<file path="src/hw/jtbs_cfg.svh">
// Purpose: Constants of the boundary-scan test port.
// Assumes: Included by bare name from the package, the checker and the bench.
// Notes:   Opcodes, cell counts, chain layout and counts.
`ifndef JTBS_CFG_SVH
`define JTBS_CFG_SVH

`define JTBS_IR_W        4
`define JTBS_OP_BYPASS   4'hf
`define JTBS_OP_EXTEST   4'h0
`define JTBS_OP_SAMPLE   4'h4
`define JTBS_OP_IDCODE   4'hd
`define JTBS_OP_SCAN     4'h7
`define JTBS_OP_HIGHZ    4'h5
`define JTBS_IR_CAPTURE  4'h1

// Identification value is arbitrary; bit 0 is one as the scan convention needs
`define JTBS_ID_W        32
`define JTBS_ID_CODE     32'h0a5a_5001

`define JTBS_N_IN        2
`define JTBS_N_OUT       2
`define JTBS_N_BD        2
`define JTBS_CH_IN       0
`define JTBS_CH_OUT      (`JTBS_CH_IN + `JTBS_N_IN)
`define JTBS_CH_BDD      (`JTBS_CH_OUT + `JTBS_N_OUT)
`define JTBS_CH_BDE      (`JTBS_CH_BDD + `JTBS_N_BD)
`define JTBS_CHAIN_LEN   (`JTBS_CH_BDE + `JTBS_N_BD)

`define JTBS_LNK_RST     3'b011
`define JTBS_TMS_CLR     4'd10
`define JTBS_CNT_W       4
`define JTBS_EV_W        3
`define JTBS_FIFO_DEPTH  32

`endif

</file>
<file path="src/hw/jtbs_pkg.sv">
// Purpose: Types of the boundary-scan test port.
// Assumes: Constants come from the configuration header.
// Notes:   One-hot TAP states and one-hot scan path selection.
package jtbs_pkg;

`include "jtbs_cfg.svh"

    typedef enum logic [15:0] {
        TAP_RESET    = 16'h0001,
        TAP_IDLE     = 16'h0002,
        TAP_SEL_DR   = 16'h0004,
        TAP_CAP_DR   = 16'h0008,
        TAP_SHIFT_DR = 16'h0010,
        TAP_EXIT1_DR = 16'h0020,
        TAP_PAUSE_DR = 16'h0040,
        TAP_EXIT2_DR = 16'h0080,
        TAP_UPD_DR   = 16'h0100,
        TAP_SEL_IR   = 16'h0200,
        TAP_CAP_IR   = 16'h0400,
        TAP_SHIFT_IR = 16'h0800,
        TAP_EXIT1_IR = 16'h1000,
        TAP_PAUSE_IR = 16'h2000,
        TAP_EXIT2_IR = 16'h4000,
        TAP_UPD_IR   = 16'h8000
    } jtbs_tap_type;

    typedef enum logic [2:0] {
        PATH_BYPASS = 3'h1,
        PATH_IDCODE = 3'h2,
        PATH_CHAIN  = 3'h4
    } jtbs_path_type;

    typedef struct packed {
        logic rise;
        logic tms;
        logic tdi;
    } jtbs_ev_type;

    typedef struct packed {
        logic [`JTBS_N_OUT-1:0] data;
        logic [`JTBS_N_OUT-1:0] oe;
    } jtbs_obus_type;

    typedef struct packed {
        logic [`JTBS_N_BD-1:0] data;
        logic [`JTBS_N_BD-1:0] oe;
    } jtbs_bbus_type;

    typedef struct packed {
        logic [2:0]                      lnk_meta;
        logic [2:0]                      lnk_sync;
        logic [`JTBS_N_IN+`JTBS_N_BD-1:0] pad_meta;
        logic [`JTBS_N_IN+`JTBS_N_BD-1:0] pad_sync;
        logic                            tck_prev;
        logic                            pend_vld;
        jtbs_ev_type                     pend;
        logic                            busy;
        jtbs_tap_type                    tap;
        logic [`JTBS_IR_W-1:0]           ir_sr;
        logic [`JTBS_IR_W-1:0]           ir;
        logic                            bypass;
        logic [`JTBS_ID_W-1:0]           id_sr;
        logic [`JTBS_CHAIN_LEN-1:0]      chain_sr;
        logic [`JTBS_CHAIN_LEN-1:0]      chain_up;
        logic [`JTBS_CNT_W-1:0]          tms_cnt;
        logic                            tdo;
        logic                            tdo_oe;
        logic [`JTBS_N_IN-1:0]           core_in;
        logic [`JTBS_N_BD-1:0]           core_bd_in;
        jtbs_obus_type                   pad_out;
        jtbs_bbus_type                   pad_bd;
        logic                            scan_mode;
        logic                            test_active;
    } jtbs_state_type;

endpackage

</file>
<file path="src/hw/jtbs_tap_top.sv">
// Purpose: Boundary-scan test port: TAP controller, instruction, bypass,
//          identification and boundary chain, sampled on the system clock.
// Assumes: TCK is slow against sys_clk_i (at least 4 system cycles per phase).
//          Pad pull-ups hold TDI, TMS and the test reset high when unconnected.
// Notes:   TCK edges become events in a FIFO that the TAP engine drains.
//
// Summary of operation
// [RQ1] TDI is taken on rising TCK.
// [RQ2] Floating TDI reads as one.
// [RQ3] TDO driven only in shift states.
// [RQ4] Floating TMS reads as one.
// [RQ5] Test reset low resets TAP immediately.
// [RQ6] Floating test reset means not asserted.
// [RQ7] TMS on rising TCK steers the TAP.
// [RQ8] State actions happen on rising TCK.
// [RQ9] Instruction register is four bits, serial.
// [RQ10] Instruction shifts apart, applied on update.
// [RQ11] Decode bypass, external test, sample/preload.
// [RQ12] Decode identification, vendor scan, high impedance.
// [RQ13] Bypass puts one bit between TDI/TDO.
// [RQ14] All pin cells form one chain.
// [RQ15] Input cell: one bit, sample and shift.
// [RQ16] Output cell: two stages, drives pin.
// [RQ17] Bidir cell also captures pad, holds drive.
// [RQ18] Reset loads identification and reset state.
// [RQ19] Reset state leaves pins functional; pad data and enables are held at zero while either reset is low.
// [RQ20] Only TMS sequences leave reset state.
// [RQ21] Ten TMS-high cycles clear test logic.
// [RQ22] Unknown opcodes act as bypass.
// [RQ23] High-Z floats outputs; identification selects 32 bits.

module jtbs_fifo #(
    parameter int WIDTH = `JTBS_EV_W,
    parameter int DEPTH = `JTBS_FIFO_DEPTH
) (
    input  wire logic             sys_clk_i,
    input  wire logic             resetn_i,
    input  wire logic             in_valid_i,
    output logic                  in_ready_o,
    input  wire logic [WIDTH-1:0] in_data_i,
    output logic                  out_valid_o,
    input  wire logic             out_ready_i,
    output logic [WIDTH-1:0]      out_data_o
);
    localparam int AW = $clog2(DEPTH);

    typedef struct packed {
        logic [DEPTH-1:0][WIDTH-1:0] mem;
        logic [AW:0]                 wr;
        logic [AW:0]                 rd;
    } jtbs_fifo_state_type;

    jtbs_fifo_state_type st_q;
    jtbs_fifo_state_type st_d;
    logic                full;
    logic                empty;

    always_comb
    begin
        full        = (st_q.wr[AW] != st_q.rd[AW]) && (st_q.wr[AW-1:0] == st_q.rd[AW-1:0]);
        empty       = (st_q.wr == st_q.rd);
        in_ready_o  = !full;
        out_valid_o = !empty;
        out_data_o  = st_q.mem[st_q.rd[AW-1:0]];
        st_d        = st_q;
        if (in_valid_i && !full)
        begin
            st_d.mem[st_q.wr[AW-1:0]] = in_data_i;
            st_d.wr                   = st_q.wr + 1'b1;
        end
        if (out_ready_i && !empty)
        begin
            st_d.rd = st_q.rd + 1'b1;
        end
    end

    always_ff @(posedge sys_clk_i or negedge resetn_i)
    begin
        if (!resetn_i)
        begin
            st_q <= '0;
        end
        else
        begin
            st_q <= st_d;
        end
    end
endmodule

module jtbs_tap_top
    import jtbs_pkg::*;
(
    input  wire logic                  sys_clk_i,
    input  wire logic                  resetn_i,
    input  wire logic                  trst_n_i,
    input  wire logic                  tck_i,
    input  wire logic                  tms_i,
    input  wire logic                  tdi_i,
    output logic                       tdo_o,
    output logic                       tdo_oe_o,
    input  wire logic [`JTBS_N_IN-1:0] pad_in_i,
    output logic [`JTBS_N_IN-1:0]      core_in_o,
    input  wire logic [`JTBS_N_OUT-1:0] core_out_i,
    output jtbs_obus_type              pad_out_o,
    input  wire jtbs_bbus_type         core_bd_i,
    output jtbs_bbus_type              pad_bd_o,
    input  wire logic [`JTBS_N_BD-1:0] pad_bd_in_i,
    output logic [`JTBS_N_BD-1:0]      core_bd_in_o,
    output logic                       test_active_o,
    output logic                       scan_mode_o
);
    jtbs_state_type st_q;
    jtbs_state_type st_d;
    logic           tap_rst_n;
    logic           ev_in_ready;
    logic           ev_out_valid;
    logic           ev_out_ready;
    jtbs_ev_type    ev_out;
    jtbs_ev_type    ev_now;
    logic           tck_edge;
    logic [`JTBS_CHAIN_LEN-1:0] capture_vec;
    logic           extest;
    logic           highz;

    // Unknown opcodes and the vendor scan opcode fall to the bypass bit
    function automatic jtbs_path_type path_of(input logic [`JTBS_IR_W-1:0] ir);
        jtbs_path_type p;
        p = PATH_BYPASS;
        unique case (ir)
            `JTBS_OP_BYPASS: p = PATH_BYPASS; // RQ11
            `JTBS_OP_EXTEST: p = PATH_CHAIN;  // RQ11
            `JTBS_OP_SAMPLE: p = PATH_CHAIN;  // RQ11
            `JTBS_OP_IDCODE: p = PATH_IDCODE; // RQ12 RQ23
            `JTBS_OP_SCAN:   p = PATH_BYPASS; // RQ12
            `JTBS_OP_HIGHZ:  p = PATH_BYPASS; // RQ12 RQ23
            default:         p = PATH_BYPASS; // RQ22
        endcase
        return p;
    endfunction

    function automatic jtbs_tap_type tap_next(input jtbs_tap_type s, input logic tms);
        jtbs_tap_type n;
        n = TAP_RESET;
        unique case (s)
            TAP_RESET:    n = tms ? TAP_RESET : TAP_IDLE;       // RQ20
            TAP_IDLE:     n = tms ? TAP_SEL_DR : TAP_IDLE;
            TAP_SEL_DR:   n = tms ? TAP_SEL_IR : TAP_CAP_DR;
            TAP_CAP_DR:   n = tms ? TAP_EXIT1_DR : TAP_SHIFT_DR;
            TAP_SHIFT_DR: n = tms ? TAP_EXIT1_DR : TAP_SHIFT_DR;
            TAP_EXIT1_DR: n = tms ? TAP_UPD_DR : TAP_PAUSE_DR;
            TAP_PAUSE_DR: n = tms ? TAP_EXIT2_DR : TAP_PAUSE_DR;
            TAP_EXIT2_DR: n = tms ? TAP_UPD_DR : TAP_SHIFT_DR;
            TAP_UPD_DR:   n = tms ? TAP_SEL_DR : TAP_IDLE;
            TAP_SEL_IR:   n = tms ? TAP_RESET : TAP_CAP_IR;
            TAP_CAP_IR:   n = tms ? TAP_EXIT1_IR : TAP_SHIFT_IR;
            TAP_SHIFT_IR: n = tms ? TAP_EXIT1_IR : TAP_SHIFT_IR;
            TAP_EXIT1_IR: n = tms ? TAP_UPD_IR : TAP_PAUSE_IR;
            TAP_PAUSE_IR: n = tms ? TAP_EXIT2_IR : TAP_PAUSE_IR;
            TAP_EXIT2_IR: n = tms ? TAP_UPD_IR : TAP_SHIFT_IR;
            TAP_UPD_IR:   n = tms ? TAP_SEL_DR : TAP_IDLE;
            default:      n = TAP_RESET;
        endcase
        return n;
    endfunction

    // Either reset acts at once; the pad pull-up keeps the test reset inactive
    assign tap_rst_n = resetn_i & trst_n_i; // RQ5 RQ6

    // An event waits in a one-entry holding slot while the FIFO is full; edges seen meanwhile are dropped
    jtbs_fifo #(
        .WIDTH (`JTBS_EV_W),
        .DEPTH (`JTBS_FIFO_DEPTH)
    ) u_ev_fifo (
        .sys_clk_i   (sys_clk_i),
        .resetn_i    (tap_rst_n),
        .in_valid_i  (st_q.pend_vld),
        .in_ready_o  (ev_in_ready),
        .in_data_i   (st_q.pend),
        .out_valid_o (ev_out_valid),
        .out_ready_i (ev_out_ready),
        .out_data_o  (ev_out)
    );

    // The engine pauses one cycle after each rising event to settle decode
    assign ev_out_ready = !st_q.busy;

    always_comb
    begin
        st_d = st_q;

        st_d.lnk_meta = {tck_i, tms_i, tdi_i};
        st_d.lnk_sync = st_q.lnk_meta;
        st_d.pad_meta = {pad_bd_in_i, pad_in_i};
        st_d.pad_sync = st_q.pad_meta;

        tck_edge      = st_q.lnk_sync[2] ^ st_q.tck_prev;
        st_d.tck_prev = st_q.lnk_sync[2];
        ev_now.rise   = st_q.lnk_sync[2];
        ev_now.tms    = st_q.lnk_sync[1];
        ev_now.tdi    = st_q.lnk_sync[0];
        if (!(st_q.pend_vld && !ev_in_ready))
        begin
            st_d.pend_vld = tck_edge;
            st_d.pend     = ev_now;
        end

        capture_vec = {core_bd_i.oe,
                       st_q.pad_sync[`JTBS_N_IN +: `JTBS_N_BD],
                       core_out_i,
                       st_q.pad_sync[0 +: `JTBS_N_IN]};              // RQ14 RQ15 RQ16 RQ17

        st_d.busy = ev_out_valid && ev_out_ready && ev_out.rise;

        if (ev_out_valid && ev_out_ready)
        begin
            if (ev_out.rise)
            begin
                // Actions of the current state, then the move on the same edge
                unique case (st_q.tap)
                    TAP_CAP_IR:
                    begin
                        st_d.ir_sr = `JTBS_IR_CAPTURE;                           // RQ8
                    end
                    TAP_SHIFT_IR:
                    begin
                        st_d.ir_sr = {ev_out.tdi, st_q.ir_sr[`JTBS_IR_W-1:1]};   // RQ1 RQ9 RQ10
                    end
                    TAP_UPD_IR:
                    begin
                        st_d.ir = st_q.ir_sr;                                    // RQ10
                    end
                    TAP_CAP_DR:
                    begin
                        unique case (path_of(st_q.ir))
                            PATH_BYPASS: st_d.bypass   = 1'b0;
                            PATH_IDCODE: st_d.id_sr    = `JTBS_ID_CODE;          // RQ23
                            PATH_CHAIN:  st_d.chain_sr = capture_vec;            // RQ15 RQ17
                        endcase
                    end
                    TAP_SHIFT_DR:
                    begin
                        unique case (path_of(st_q.ir))
                            PATH_BYPASS: st_d.bypass = ev_out.tdi;               // RQ13 RQ22
                            PATH_IDCODE:
                            begin
                                st_d.id_sr = {ev_out.tdi, st_q.id_sr[`JTBS_ID_W-1:1]};
                            end
                            PATH_CHAIN:
                            begin
                                st_d.chain_sr = {ev_out.tdi,
                                                 st_q.chain_sr[`JTBS_CHAIN_LEN-1:1]}; // RQ14
                            end
                        endcase
                    end
                    TAP_UPD_DR:
                    begin
                        if (path_of(st_q.ir) == PATH_CHAIN)
                        begin
                            st_d.chain_up = st_q.chain_sr;                       // RQ16 RQ17
                        end
                    end
                    default:
                    begin
                        st_d.ir = st_q.ir;
                    end
                endcase

                if (ev_out.tms)
                begin
                    if (st_q.tms_cnt != `JTBS_TMS_CLR)
                    begin
                        st_d.tms_cnt = st_q.tms_cnt + 1'b1;
                    end
                end
                else
                begin
                    st_d.tms_cnt = '0;
                end

                st_d.tap = tap_next(st_q.tap, ev_out.tms);                       // RQ7 RQ8
                if (st_d.tms_cnt == `JTBS_TMS_CLR)
                begin
                    st_d.tap = TAP_RESET;                                        // RQ21
                end
            end
            else
            begin
                // TDO moves on the falling edge; the tester samples it at the end of the next high phase
                unique case (st_q.tap)
                    TAP_SHIFT_IR:
                    begin
                        st_d.tdo    = st_q.ir_sr[0];
                        st_d.tdo_oe = 1'b1;                                      // RQ3
                    end
                    TAP_SHIFT_DR:
                    begin
                        unique case (path_of(st_q.ir))
                            PATH_BYPASS: st_d.tdo = st_q.bypass;                 // RQ13
                            PATH_IDCODE: st_d.tdo = st_q.id_sr[0];
                            PATH_CHAIN:  st_d.tdo = st_q.chain_sr[0];
                        endcase
                        st_d.tdo_oe = 1'b1;                                      // RQ3
                    end
                    default:
                    begin
                        st_d.tdo_oe = 1'b0;                                      // RQ3
                    end
                endcase
            end
        end

        if (st_d.tap == TAP_RESET)
        begin
            st_d.ir = `JTBS_OP_IDCODE;                                           // RQ18 RQ19
        end

        extest = (st_q.ir == `JTBS_OP_EXTEST);
        highz  = (st_q.ir == `JTBS_OP_HIGHZ);

        st_d.core_in    = st_q.pad_sync[0 +: `JTBS_N_IN];
        st_d.core_bd_in = st_q.pad_sync[`JTBS_N_IN +: `JTBS_N_BD];

        // The update stage holds the driven value while the chain shifts
        st_d.pad_out.data = extest ? st_q.chain_up[`JTBS_CH_OUT +: `JTBS_N_OUT]
                                   : core_out_i;                                 // RQ16 RQ19
        st_d.pad_out.oe   = highz ? '0 : '1;                                     // RQ23
        st_d.pad_bd.data  = extest ? st_q.chain_up[`JTBS_CH_BDD +: `JTBS_N_BD]
                                   : core_bd_i.data;                             // RQ17 RQ19
        if (highz)
        begin
            st_d.pad_bd.oe = '0;                                                 // RQ23
        end
        else if (extest)
        begin
            st_d.pad_bd.oe = st_q.chain_up[`JTBS_CH_BDE +: `JTBS_N_BD];          // RQ17
        end
        else
        begin
            st_d.pad_bd.oe = core_bd_i.oe;
        end

        st_d.scan_mode   = (st_q.ir == `JTBS_OP_SCAN);                           // RQ12
        st_d.test_active = (st_q.tap != TAP_RESET);
    end

    always_ff @(posedge sys_clk_i or negedge tap_rst_n)
    begin
        if (!tap_rst_n)
        begin
            st_q          <= '0;
            st_q.lnk_meta <= `JTBS_LNK_RST;                                      // RQ2 RQ4
            st_q.lnk_sync <= `JTBS_LNK_RST;                                      // RQ2 RQ4
            st_q.tap      <= TAP_RESET;                                          // RQ5 RQ18
            st_q.ir       <= `JTBS_OP_IDCODE;                                    // RQ18
            st_q.ir_sr    <= `JTBS_OP_IDCODE;
            st_q.pad_out  <= '0;
            st_q.pad_bd   <= '0;
        end
        else
        begin
            st_q <= st_d;
        end
    end

    assign tdo_o         = st_q.tdo;
    assign tdo_oe_o      = st_q.tdo_oe;
    assign core_in_o     = st_q.core_in;
    assign core_bd_in_o  = st_q.core_bd_in;
    assign pad_out_o     = st_q.pad_out;
    assign pad_bd_o      = st_q.pad_bd;
    assign test_active_o = st_q.test_active;
    assign scan_mode_o   = st_q.scan_mode;
endmodule

</file>
<file path="config.mk">
export PLATFORM = sky130hd
export DESIGN_NAME = jtbs_tap_top
export DESIGN_NICKNAME = d
export VERILOG_FILES = /design/src/hw/jtbs_pkg.sv /design/src/hw/jtbs_tap_top.sv
export VERILOG_INCLUDE_DIRS = /design/src /design/src/hw
export SDC_FILE = /design/constraint.sdc
export NUM_CORES = 1
export LEC_CHECK = 0
export ABC_AREA = 1
export BUFFER_PORTS_ARGS = -buffer_cell sky130_fd_sc_hd__buf_2
export CAP_MARGIN = 20
export CORE_ASPECT_RATIO = 0.5
export CORE_MARGIN = 1
export CORE_UTILIZATION = 60
export DETAILED_ROUTE_END_ITERATION = 8
export PLACE_DENSITY = 0.77
export RECOVER_POWER = 100
export SYNTH_ARGS = -nofsm -noshare
export SYNTH_HDL_FRONTEND = slang
export SYNTH_SLANG_ARGS = --single-unit
</file>
<file path="constraint.sdc">
create_clock -name sys_clk_i -period 15.66 [get_ports sys_clk_i]
set_input_delay 1.566 -clock sys_clk_i [delete_from_list [all_inputs] [get_ports sys_clk_i]]
set_output_delay 1.566 -clock sys_clk_i [all_outputs]
set_load 0.03 [all_outputs]
</file>
Word-level counts from Yosys, hierarchy flattened
Index checks and enable logic that the tools add are counted.
{"block": "op_classes", "n_addsub": 3, "magnitude_cmp": 3, "n_eq_ne": 43, "mux": 58, "bitwise_logic": 3, "n_reduce_logical": 30}
{"op": "16-bit case mux with 12 select lines", "n": 1}
{"op": "96-bit bitwise mux", "n": 1}
{"op": "41-bit case mux with 2 select lines", "n": 1}
{"op": "79-bit two-way mux", "n": 1}
{"op": "77-bit two-way mux", "n": 1}
{"op": "32-bit two-way mux", "n": 2}
{"op": "16-bit two-way mux", "n": 3}
{"op": "3-bit two-way mux", "n": 14}
{"op": "8-bit two-way mux", "n": 5}
{"op": "16-bit by 1-bit equality test with 1-bit output (second input constant)", "n": 2}
{"op": "4-bit two-way mux", "n": 6}
{"op": "9-bit two-way mux", "n": 2}
{"op": "16-bit by 10-bit equality test with 1-bit output (second input constant)", "n": 1}
{"op": "16-bit by 11-bit equality test with 1-bit output (second input constant)", "n": 1}
{"op": "16-bit by 12-bit equality test with 1-bit output (second input constant)", "n": 1}
{"op": "16-bit by 13-bit equality test with 1-bit output (second input constant)", "n": 1}
{"op": "16-bit by 14-bit equality test with 1-bit output (second input constant)", "n": 1}
{"op": "16-bit by 15-bit equality test with 1-bit output (second input constant)", "n": 1}
{"op": "16-bit equality test (second input constant)", "n": 1}
{"op": "16-bit by 2-bit equality test with 1-bit output (second input constant)", "n": 1}
{"op": "16-bit by 3-bit equality test with 1-bit output (second input constant)", "n": 1}
{"op": "16-bit by 4-bit equality test with 1-bit output (second input constant)", "n": 1}
{"op": "16-bit by 5-bit equality test with 1-bit output (second input constant)", "n": 1}
{"op": "16-bit by 6-bit equality test with 1-bit output (second input constant)", "n": 1}
{"op": "other kinds (44)", "n": 89}
{"block": "word_totals", "ff_bits": 221, "inputBits": 16, "elab_cells": 202}

Depth between registers and ports, before layout
Gate-level depths: netlist (run 1).
{"block": "depth", "depth_word": 14, "depth_mapped": 22}

Modules after synthesis
From an unflattened synthesis (run 1), not the netlist that was laid out.
{"block": "unflattened", "hier_cells": 1371, "area_unflattened_um2": 10881.7}
{"mod": "jtbs_fifo", "n_inst": 1, "cells_per_inst": 807, "area_each_um2": 5921.9, "seq_area_each_um2": 2702.6}
{"mod": "jtbs_tap_top", "n_inst": 1, "cells_per_inst": 564, "area_each_um2": 4959.8, "seq_area_each_um2": 2766.4}

Worst setup path before layout (run 1)
OpenSTA, ideal clock, no wires.
{"block": "synth_timing", "path_type": "register to output", "startpoint": "register st_q (netlist bit pad_out_o[0])", "endpoint": "output port pad_out_o[0] in the netlist's numbering", "arrival_time_ps": 512, "t_required_ps": 14094, "setup_slack_ps": 13582, "stages_incl_launch_ff": 2, "cell_sequence": "dfrtp_1 buf_4"}
{"item": "start, declared", "line": "jtbs_tap_top.sv:112", "text": "jtbs_state_type st_q;"}
{"item": "start signal, assigned", "line": "jtbs_tap_top.sv:361", "text": "st_q <= st_d;"}
{"item": "end, declared", "line": "jtbs_tap_top.sv:104", "text": "output jtbs_obus_type pad_out_o,"}
No word-level cell between the ends.

Worst setup path in the final report (run 1)
{"block": "layout_timing", "startpoint": "register u_ev_fifo.st_q[0] in the netlist's numbering", "endpoint": "register st_q[67] in the netlist's numbering"}
{"block": "layout_via", "elab_chain_cells": 4, "elab_cells_between_ends": 8}
{"item": "start, declared", "line": "jtbs_tap_top.sv:53", "text": "jtbs_fifo_state_type st_q;"}
{"item": "start signal, assigned", "line": "jtbs_tap_top.sv:85", "text": "st_q <= st_d;"}
{"item": "3-bit binary-select mux with 5-bit select / 6-bit equality test (equally long branches)", "line": "jtbs_tap_top.sv:64, jtbs_tap_top.sv:61"}
{"item": "3-bit two-way mux (implied by the code) / 1-bit logical NOT (equally long branches)", "line": "jtbs_tap_top.sv:64, jtbs_tap_top.sv:63"}
{"item": "32-bit two-way mux / 1-bit logical AND (equally long branches)", "line": "jtbs_tap_top.sv:242, jtbs_tap_top.sv:214"}
{"item": "41-bit case mux with 2 select lines / 5-bit AND reduction (equally long branches)"}
Parallel ways exist; a longest one is shown, timed or not. The select of a mux whose other input is x is not followed.
A chain may end at the register's enable or synchronous reset.

==> flow_summary.json, run 1 <==
{
  "status": "finished with violations",
  "violations": "max-capacitance violations, max-slew violations",
  "globalplace.congestion": 0.931,
  "place.detailed.hpwl_um": 15100,
  "post_synth_main_area_contributors": "dfrtp_1 50%, nand2_1 12%, o21ai_0 8.2%, inv_1 5.6%, nor2_1 4.8%",
  "clock_insertion_delay_at_the_later_pin_of_the_skew_report_ps": 510,
  "power.total_mw": 1.97,
  "cts.repair.resized": 0,
  "critPathRequiredTime_ps": 16060,
  "dr.first_iter.drc_count": 805,
  "layout.cells.most_common_list": "331 x nand2_1, 207 x dfrtp_1, 173 x o21ai_0",
  "fin_skew_ps": 21.2,
  "globalRouteTotalUtil_pct": 27.3,
  "post-route-period-util_pct": 53.8,
  "max_stage_delay_ps": 2230,
  "multiInputGateArea_um2": 3900,
  "fill_cells": 1380,
  "crit_path_end_kind": "flop",
  "detail_route.drc_violations": 0,
  "cts_hold_buf": 0,
  "critical_path_class": "reg -> reg",
  "finalMaxSlewViolations": 310,
  "cts-root-to-sink-buffers": 3,
  "tns_ps": 0,
  "num_antenna_cells": 0,
  "postSynth.asyncResetShare_pct": 100,
  "worstPathCellList": "clkbuf_1 > clkinvlp_2 > nand2_1 > a21oi_1 > nand3_1 > nand2_1 > inv_1 > nand3_1 > nor2_1 > o21ai_0 > o21ai_0 > inv_1",
  "postSynthAreaPerCell_um2": 8.12,
  "die_height_um": 94.9,
  "critPathArrivalTime_ps": 8830,
  "synthesis.nets": 1300,
  "count_of_warnings_emitted_by_yosys": 0,
  "vias_per_cell": 5.49,
  "worst_pin_slew_ps": 5670,
  "power.share.switching_pct": 40.6,
  "grt_pass1_wl_um": 39000,
  "p_comb_share_pct": 35.4,
  "routed_wirelength_um": 23300,
  "placement.setup.worst_slack_ps": 11850,
  "rsz0062_at_grt": "false",
  "final-setup-viol-count": 0,
  "antenna_found_initial": 0,
  "final_core_util_pct": 66.9,
  "layout_setup_ws_ps": 7230,
  "critical_path_peak_fanout": 53,
  "cts_max_level": 1,
  "share_clk_of_total_power_pct": 23.9,
  "setup.worst_path.start_class": "flop",
  "final_period_minus_worst_setup_slack_ps": 8430,
  "internal-power_mw": 1.17,
  "floorplan.core_area_um2": 16600,
  "final_layout_size_suffix_gt1_share_pct": 5.57,
  "worst-path-stages": 12,
  "dieWidth_um": 188,
  "area.sequential_um2": 5470,
  "post_cts.repair.setup_buffers": 0,
  "hold_viol": 0,
  "tritoncts": "yes",
  "power_density_nw_per_um2": 178,
  "power.ir.vdd_worst_v": 0.000113,
  "synthesis.area_um2": 10300,
  "number_of_cells_traversed_by_the_worst_register_to_register_path": 12,
  "root_buffer": "clkbuf_16",
  "synth_top_area_share_pct": 50.1,
  "route.detailed.wl_per_inst_um": 15.3,
  "cell_type_with_the_highest_aggregate_area_in_the_netlist": "dfrtp_1",
  "detailroute.via_count": 8336,
  "clk_pin_slew_worst_setup_hold_paths_ps": 70,
  "number_of_clock_sinks": 218,
  "synth.ff_latch_count": 218,
  "ant_nets": 0,
  "placement.io_buffers": 31,
  "timing.hold.worst.class": "reg -> reg",
  "worst_slew_margin_rel_pct": -280,
  "dominantRegCellSynth": "dfrtp_1",
  "initial_core_util_pct": 62.3,
  "p_sw_mw": 0.802,
  "num_io_pins": 32,
  "num_rows": 33,
  "synth.lib_cells_used.distinct": 41,
  "worst-path-buf-inv": 4,
  "netlist_instances": 1274,
  "max_freq_mhz": 119,
  "final_net_count": 1305,
  "max_cap_violation_count": 6,
  "synth-edff-count": 0,
  "synth.yosys.seq_area_share_pct": 52.9,
  "p_seq_share_pct": 40.7,
  "final_common_cell": "nand2_1",
  "grt_start_max_net_pins": 134,
  "cp_slowest_cell": "clkinvlp_2",
  "floorplan.die_area_um2": 17800,
  "path_delay_family": "buffers and inverters",
  "drt_pre_antenna_iters": 6,
  "areaGrowthSynthToFinish_pct": 7.27,
  "vias_in_the_first_global_route": 7888,
  "timing.hold.worst_path_depth": 0,
  "grt_overflow_total": 0,
  "power_leakage_nw": 5.62,
  "tritoncts.num_buffers": 20
}
-- per-layer routing --
layer / share of wire, % / global-route usage (%) / vias up / routed length, um
met3: 6.1 / 4.46 / 42 / 1420
met4: 2.0 / 7.66 / 0 / 461
met5: 0 / 0 / - / 0
met1: 46 / 39.0 / 3986 / 10700
li1: - / - / 4056 / -
met2: 46 / 43.5 / 252 / 10800
-- synth_stat cells, types with 6 or more instances --
cell      instances
o22ai_1          29
o21ai_0         170
dfstp_2          11
ha_1             10
nand2_1         330
nand4_1           8
o21ai_1           6
buf_4            21
a21oi_1          15
clkbuf_1         18
nor2_2            6
nor3_1           10
inv_1           154
nor2_1          133
nand3_1          77
dfrtp_1         207
xor2_1           13
buf_2             9
-- final cells by class --
| type | count | share of cell area, % |
|---|---|---|
| Sequential cell | 218 | 49.3 |
| Multi-Input combinational cell | 842 | 35.2 |
| Inverter | 160 | 5.46 |
| Clock buffer | 29 | 5.26 |
| Tap cell | 227 | 2.56 |
| Timing Repair Buffer | 37 | 1.88 |
| Clock inverter | 6 | 0.406 |
-- state kept, by name, summed over array words and instances (netlist names), 2 cells and up --
register / flops
pad_out_o: 3
u_ev_fifo.st_q: 108
core_in_o: 2
core_bd_in_o: 2
capture_vec: 4
ev_now: 3
st_d: 7
pad_bd_o: 4
st_q: 81
-- worst paths after layout --
check	startpoint	endpoint	slack, ps
min in group asynchronous	trst_n_i	st_q[44]	2870
hold reg to reg	st_d[100]	capture_vec[1]	350
setup reg to reg	u_ev_fifo.st_q[0]	st_q[67]	7230
setup / recovery	u_ev_fifo.st_q[0]	st_q[67]	7230
hold / removal	st_d[100]	capture_vec[1]	350
max in group asynchronous	resetn_i	ev_now[0]	9730
-- stage by stage --
| step | instances | instance area (um2) | hold WS (ps) |
|---|---|---|---|
| after global routing | 1519 | 11100 | 355 |
| after CTS | 1516 | 11100 | 350 |
| after detailed placement | 1481 | 10500 | 336 |
| final | 1519 | 11100 | 348 |
| after global placement | 1481 | 10500 | 332 |
| after floorplan | 1274 | 10300 | 331 |
-- power groups by stage --
stage | Combinational [mW] | Clock [mW] | Sequential [mW]
after CTS | 0.693 | 0.477 | 0.800
after global routing | 0.794 | 0.499 | 0.819
after detailed placement | 0.689 | 0 | 0.805
final | 0.698 | 0.473 | 0.803
after floorplan | 0.563 | 0 | 0.772
after global placement | 0.668 | 0 | 0.805
-- cell families after synthesis --
group	Yosys count	synth area share [%]
simple gates	580	23.2
xor+xnor	16	1.35
fa+ha+maj	10	1.21
compound gates	231	11.9
flops	218	52.9
buf+inv	214	9.06
mux	5	0.496
Power figures use the tool's default switching activity.
==> run 2: changes to the inputs <==
Settings changed: CORE_UTILIZATION 60 to 56, PLACE_DENSITY 0.77 to 0.76.
Clock period 15.66 ns to 7.42 ns, I/O delays scaled along.
==> flow_summary.json, run 2 (same netlist as run 1, synthesis figures left out) <==
{
  "status": "finished with violations",
  "violations": "max-capacitance violations, max-slew violations",
  "number_of_cells_traversed_by_the_worst_register_to_register_path": 12,
  "critical_path.reg2reg.startpoint": "u_ev_fifo.st_q[0]",
  "critPathRequiredTime_ps": 7820,
  "critPathArrivalTime_ps": 5310,
  "root_buffer": "clkbuf_16",
  "routed_wirelength_um": 23900,
  "hp-start": "tms_i",
  "number_of_clock_sinks": 218,
  "drt_pre_antenna_iters": 5,
  "floorplan.core_area_um2": 17700,
  "cts-root-to-sink-buffers": 3,
  "num_io_pins": 32,
  "antenna_found_initial": 0,
  "floorplan.die_area_um2": 19100,
  "tritoncts.num_buffers": 20,
  "tritoncts": "yes",
  "grt_pass1_wl_um": 39700,
  "ant_nets": 0,
  "vias_in_the_first_global_route": 8140,
  "grt_start_max_net_pins": 134,
  "layout.cells.most_common_list": "331 x nand2_1, 207 x dfrtp_1, 172 x o21ai_0",
  "power_leakage_nw": 5.67,
  "clk_pin_slew_worst_setup_hold_paths_ps": 60,
  "num_antenna_cells": 0,
  "r2r_slack_ps": 2510,
  "holdPathEnd": "st_d[108]",
  "areaGrowthSynthToFinish_pct": 8.22,
  "fill_cells": 1464,
  "timing.hold.worst.class": "in -> reg",
  "tns_ps": 0,
  "worst_slew_margin_rel_pct": -44.9,
  "most_flop_heavy_register": "u_ev_fifo.st_q",
  "dr.first_iter.drc_count": 710,
  "finalMaxSlewViolations": 103,
  "place.detailed.hpwl_um": 15700,
  "dieWidth_um": 194,
  "post_cts.repair.setup_buffers": 0,
  "power.ir.vdd_worst_v": 0.000162,
  "critical_path_peak_fanout": 52,
  "final-setup-viol-count": 0,
  "setup.worst_path.start_class": "flop",
  "route.detailed.wl_per_inst_um": 15.7,
  "fin_skew_ps": 11.2,
  "grt_overflow_total": 0,
  "cts_hold_buf": 0,
  "timing.rr.end": "st_q[30]",
  "final_net_count": 1305,
  "critical_path_class": "reg -> reg",
  "globalRouteTotalUtil_pct": 25.8,
  "rsz0062_at_grt": "false",
  "final_layout_size_suffix_gt1_share_pct": 5.80,
  "cts_max_level": 1,
  "power_density_nw_per_um2": 383,
  "hold_viol": 0,
  "detailroute.via_count": 8408,
  "die_height_um": 98.1,
  "clock_insertion_delay_at_the_later_pin_of_the_skew_report_ps": 500,
  "timing.hold.worst_path_depth": 1,
  "power.total_mw": 4.29,
  "detail_route.drc_violations": 0,
  "final_period_minus_worst_setup_slack_ps": 4910,
  "hold_slack_ps": 336,
  "cts.repair.resized": 0,
  "largest_register_ffs": 108,
  "crit_path_end_kind": "flop",
  "final_common_cell": "nand2_1",
  "worst_pin_slew_ps": 2170,
  "initial_core_util_pct": 58.3,
  "max_cap_violation_count": 3,
  "globalplace.congestion": 0.906,
  "max_freq_mhz": 204,
  "post-route-period-util_pct": 66.2,
  "vias_per_cell": 5.51,
  "placement.io_buffers": 31,
  "num_rows": 34
}
## run 2: cell type report
type                    count  area [um2]  share of cell area, %
clock buffers              26         553                   4.94
clock inverters             9         156                   1.40
inverters                 160         613                   5.47
multi-input cells         842        3920                   35.0
flip-flops and latches    218        5470                   48.8
well taps                 234         293                   2.61
repair buffers             37         196                   1.75
## run 2: critical path, stage by stage (launching register included)
cell and delay [ps]:
dfrtp_1 390, clkbuf_1 1570, nor2_1 110, nor2_1 140, o21ai_1 80, a21oi_1 150
nor2_1 90, nand2_1 210, nand3_4 430, nor3_1 1300, nor2_1 80, a21oi_1 170
inv_1 50
## run 2: how the worst max path moves through the flow
stage               cells past startpoint  slack, ps        endpoint               from
finish                                 12       2510        st_q[30]  u_ev_fifo.st_q[0]
global route                           12       1880        st_q[32]  u_ev_fifo.st_q[0]
CTS                                    11       3800        st_q[59]  u_ev_fifo.st_q[0]
detailed placement                     12       3860        st_q[63]  u_ev_fifo.st_q[0]
global placement                       12       4020        st_q[36]  u_ev_fifo.st_q[0]
floorplan                               2        710  capture_vec[0]           resetn_i
## run 2: metal layers
metal | vias to the layer above | track usage, % | share of wire (%)
li1 | 4055 | - | -
met1 | 4057 | 36.0 | 46
met2 | 245 | 42.4 | 46
met3 | 51 | 4.04 | 5.8
met4 | 0 | 7.57 | 2.3
met5 | - | 0 | 0
## run 2: stage by stage
stage | utilization (%) | cell area, um2 | worst slack [ps] | std cells
global route | 63.1 | 11200 | 1880 | 1526
CTS | 63.2 | 11200 | 3800 | 1524
floorplan | - | 10300 | 708 | 1274
finish | 63.1 | 11200 | 2510 | 1526
detailed placement | 59.2 | 10500 | 3860 | 1489
global placement | 59.2 | 10500 | 4020 | 1489
## run 2: report_power, final
| group | leakage, nW | total [mW] | switching, mW | internal [mW] |
|---|---|---|---|---|
| logic | 2.46 | 1.48 | 1.04 | 0.435 |
| registers | 2.86 | 1.70 | 0.215 | 1.48 |
| clock network | 0.351 | 1.12 | 0.449 | 0.668 |
| total | 5.67 | 4.29 | 1.71 | 2.59 |
==> run 3: changes to the inputs <==
Clock period 7.42 ns to 3.93 ns, I/O delays scaled along.
==> flow_summary.json, run 3 (same netlist as run 1, synthesis figures left out) <==
{
  "status": "finished with violations",
  "violations": "max-capacitance violations, max-slew violations",
  "post-place-cells": 1495,
  "floorplan.core_area_um2": 17700,
  "max_freq_mhz": 308,
  "power_leakage_nw": 5.70,
  "num_rows": 34,
  "detailroute.via_count": 8361,
  "cts_max_level": 1,
  "placement.io_buffers": 31,
  "final_period_minus_worst_setup_slack_ps": 3250,
  "final_layout_size_suffix_gt1_share_pct": 6.35,
  "globalRouteTotalUtil_pct": 25.9,
  "layout_setup_ws_ps": 682,
  "dieWidth_um": 194,
  "timing.rr.end": "st_q[70]",
  "critical_path.startpoint": "u_ev_fifo.st_q[1]",
  "tritoncts.num_buffers": 21,
  "number_of_clock_sinks": 218,
  "tritoncts": "yes",
  "most_flop_heavy_register": "u_ev_fifo.st_q",
  "critPathRequiredTime_ps": 4340,
  "antenna_found_initial": 0,
  "rsz0062_at_grt": "false",
  "hp-start": "core_bd_i[2]",
  "timing.hold.worst.class": "in -> reg",
  "holdPathEnd": "pad_bd_o[2]",
  "num_antenna_cells": 0,
  "initial_core_util_pct": 58.3,
  "placement.setup.worst_slack_ps": 989,
  "clk_pin_slew_worst_setup_hold_paths_ps": 70,
  "die_height_um": 98.1,
  "num_io_pins": 32,
  "ant_nets": 0,
  "finalMaxSlewViolations": 220,
  "post_cts.repair.setup_buffers": 0,
  "final-setup-viol-count": 0,
  "tns_ps": 0,
  "layout.cells.most_common_list": "330 x nand2_1, 207 x dfrtp_1, 171 x o21ai_0",
  "fin_skew_ps": 18.9,
  "power.total_mw": 7.96,
  "worst_slew_margin_rel_pct": -32.7,
  "dr.first_iter.drc_count": 798,
  "vias_in_the_first_global_route": 8181,
  "number_of_cells_traversed_by_the_worst_register_to_register_path": 16,
  "route.detailed.wl_per_inst_um": 15.3,
  "critical_path_class": "reg -> reg",
  "final_net_count": 1319,
  "fill_cells": 1485,
  "critPathArrivalTime_ps": 3660,
  "place.detailed.hpwl_um": 15600,
  "globalplace.congestion": 0.883,
  "grt_pass1_wl_um": 40000,
  "power_density_nw_per_um2": 706,
  "vias_per_cell": 5.42,
  "power.ir.vdd_worst_v": 0.000451,
  "worst_pin_slew_ps": 1990,
  "cts-root-to-sink-buffers": 3,
  "max_cap_violation_count": 2,
  "detail_route.drc_violations": 0,
  "routed_wirelength_um": 23500,
  "grt_start_max_net_pins": 153,
  "setup.worst_path.start_class": "flop",
  "crit_path_end_kind": "flop",
  "largest_register_ffs": 108,
  "areaGrowthSynthToFinish_pct": 8.85,
  "critical_path.reg2reg.startpoint": "u_ev_fifo.st_q[1]",
  "clock_insertion_delay_at_the_later_pin_of_the_skew_report_ps": 510,
  "root_buffer": "clkbuf_16",
  "post-route-period-util_pct": 82.6,
  "hold_viol": 0,
  "critical_path_peak_fanout": 42,
  "final_common_cell": "nand2_1",
  "grt_overflow_total": 0,
  "timing.hold.worst_path_depth": 3,
  "drt_pre_antenna_iters": 6,
  "floorplan.die_area_um2": 19100,
  "final-instance-count-excl-fill": 1542,
  "r2r_slack_ps": 680
}
## run 3: metrics by stage
stage | hold slack [ps] | utilization, % | cell area [um2]
after global placement | 332 | 59.6 | 10600
after CTS | 72.2 | 63.7 | 11300
after detailed placement | 337 | 59.6 | 10600
after floorplan | 331 | - | 10400
final | 86.5 | 63.5 | 11300
after global routing | 81.7 | 63.5 | 11300
## run 3: routing by layer
layer | vias up | global-route usage [%] | wire (um)
met5 | - | 0 | 0
met3 | 45 | 4.94 | 1510
li1 | 4092 | - | -
met2 | 279 | 42.2 | 11000
met4 | 0 | 7.02 | 515
met1 | 3945 | 35.9 | 10500
## run 3: how the worst max path moves through the flow
stage	endpoint
4_1_cts	st_q[24]
2_1_floorplan	capture_vec[0]
6_report	st_q[70]
5_1_grt	st_q[71]
3_3_place_gp	st_q[45]
3_5_place_dp	st_q[24]
## run 3: worst max-delay path: stages (launching register included)
cell      delay (ps)
dfrtp_1          360
buf_4            230
inv_4            290
nand2_1           90
nand2_1           70
a21oi_1           60
nand3_1           90
nand2_1          110
inv_1            280
nand3_4          440
nand2_1          190
a21boi_0         430
nand2_1          140
nor2_1           110
nand2_1           90
nor2_1           120
nor2_1            40
## run 3: area by class of cell
type	instances	area, um2	share of cell area (%)
inverters	160	607	5.39
clock buffers	33	631	5.60
flip-flops and latches	218	5470	48.6
repair buffers	50	309	2.74
well taps	234	293	2.60
clock inverters	5	35.0	0.311
multi-input cells	842	3920	34.8
## run 3: timing repair
item | in CTS | in global routing
endpoints found under the hold margin | 7 | 0
resized for setup | 0 | 0
hold buffers | 7 | 0
## run 3: report_power, final
part / internal [mW] / switching [mW]
registers: 2.80 / 0.404
clock network: 1.11 / 0.834
logic: 0.839 / 1.97
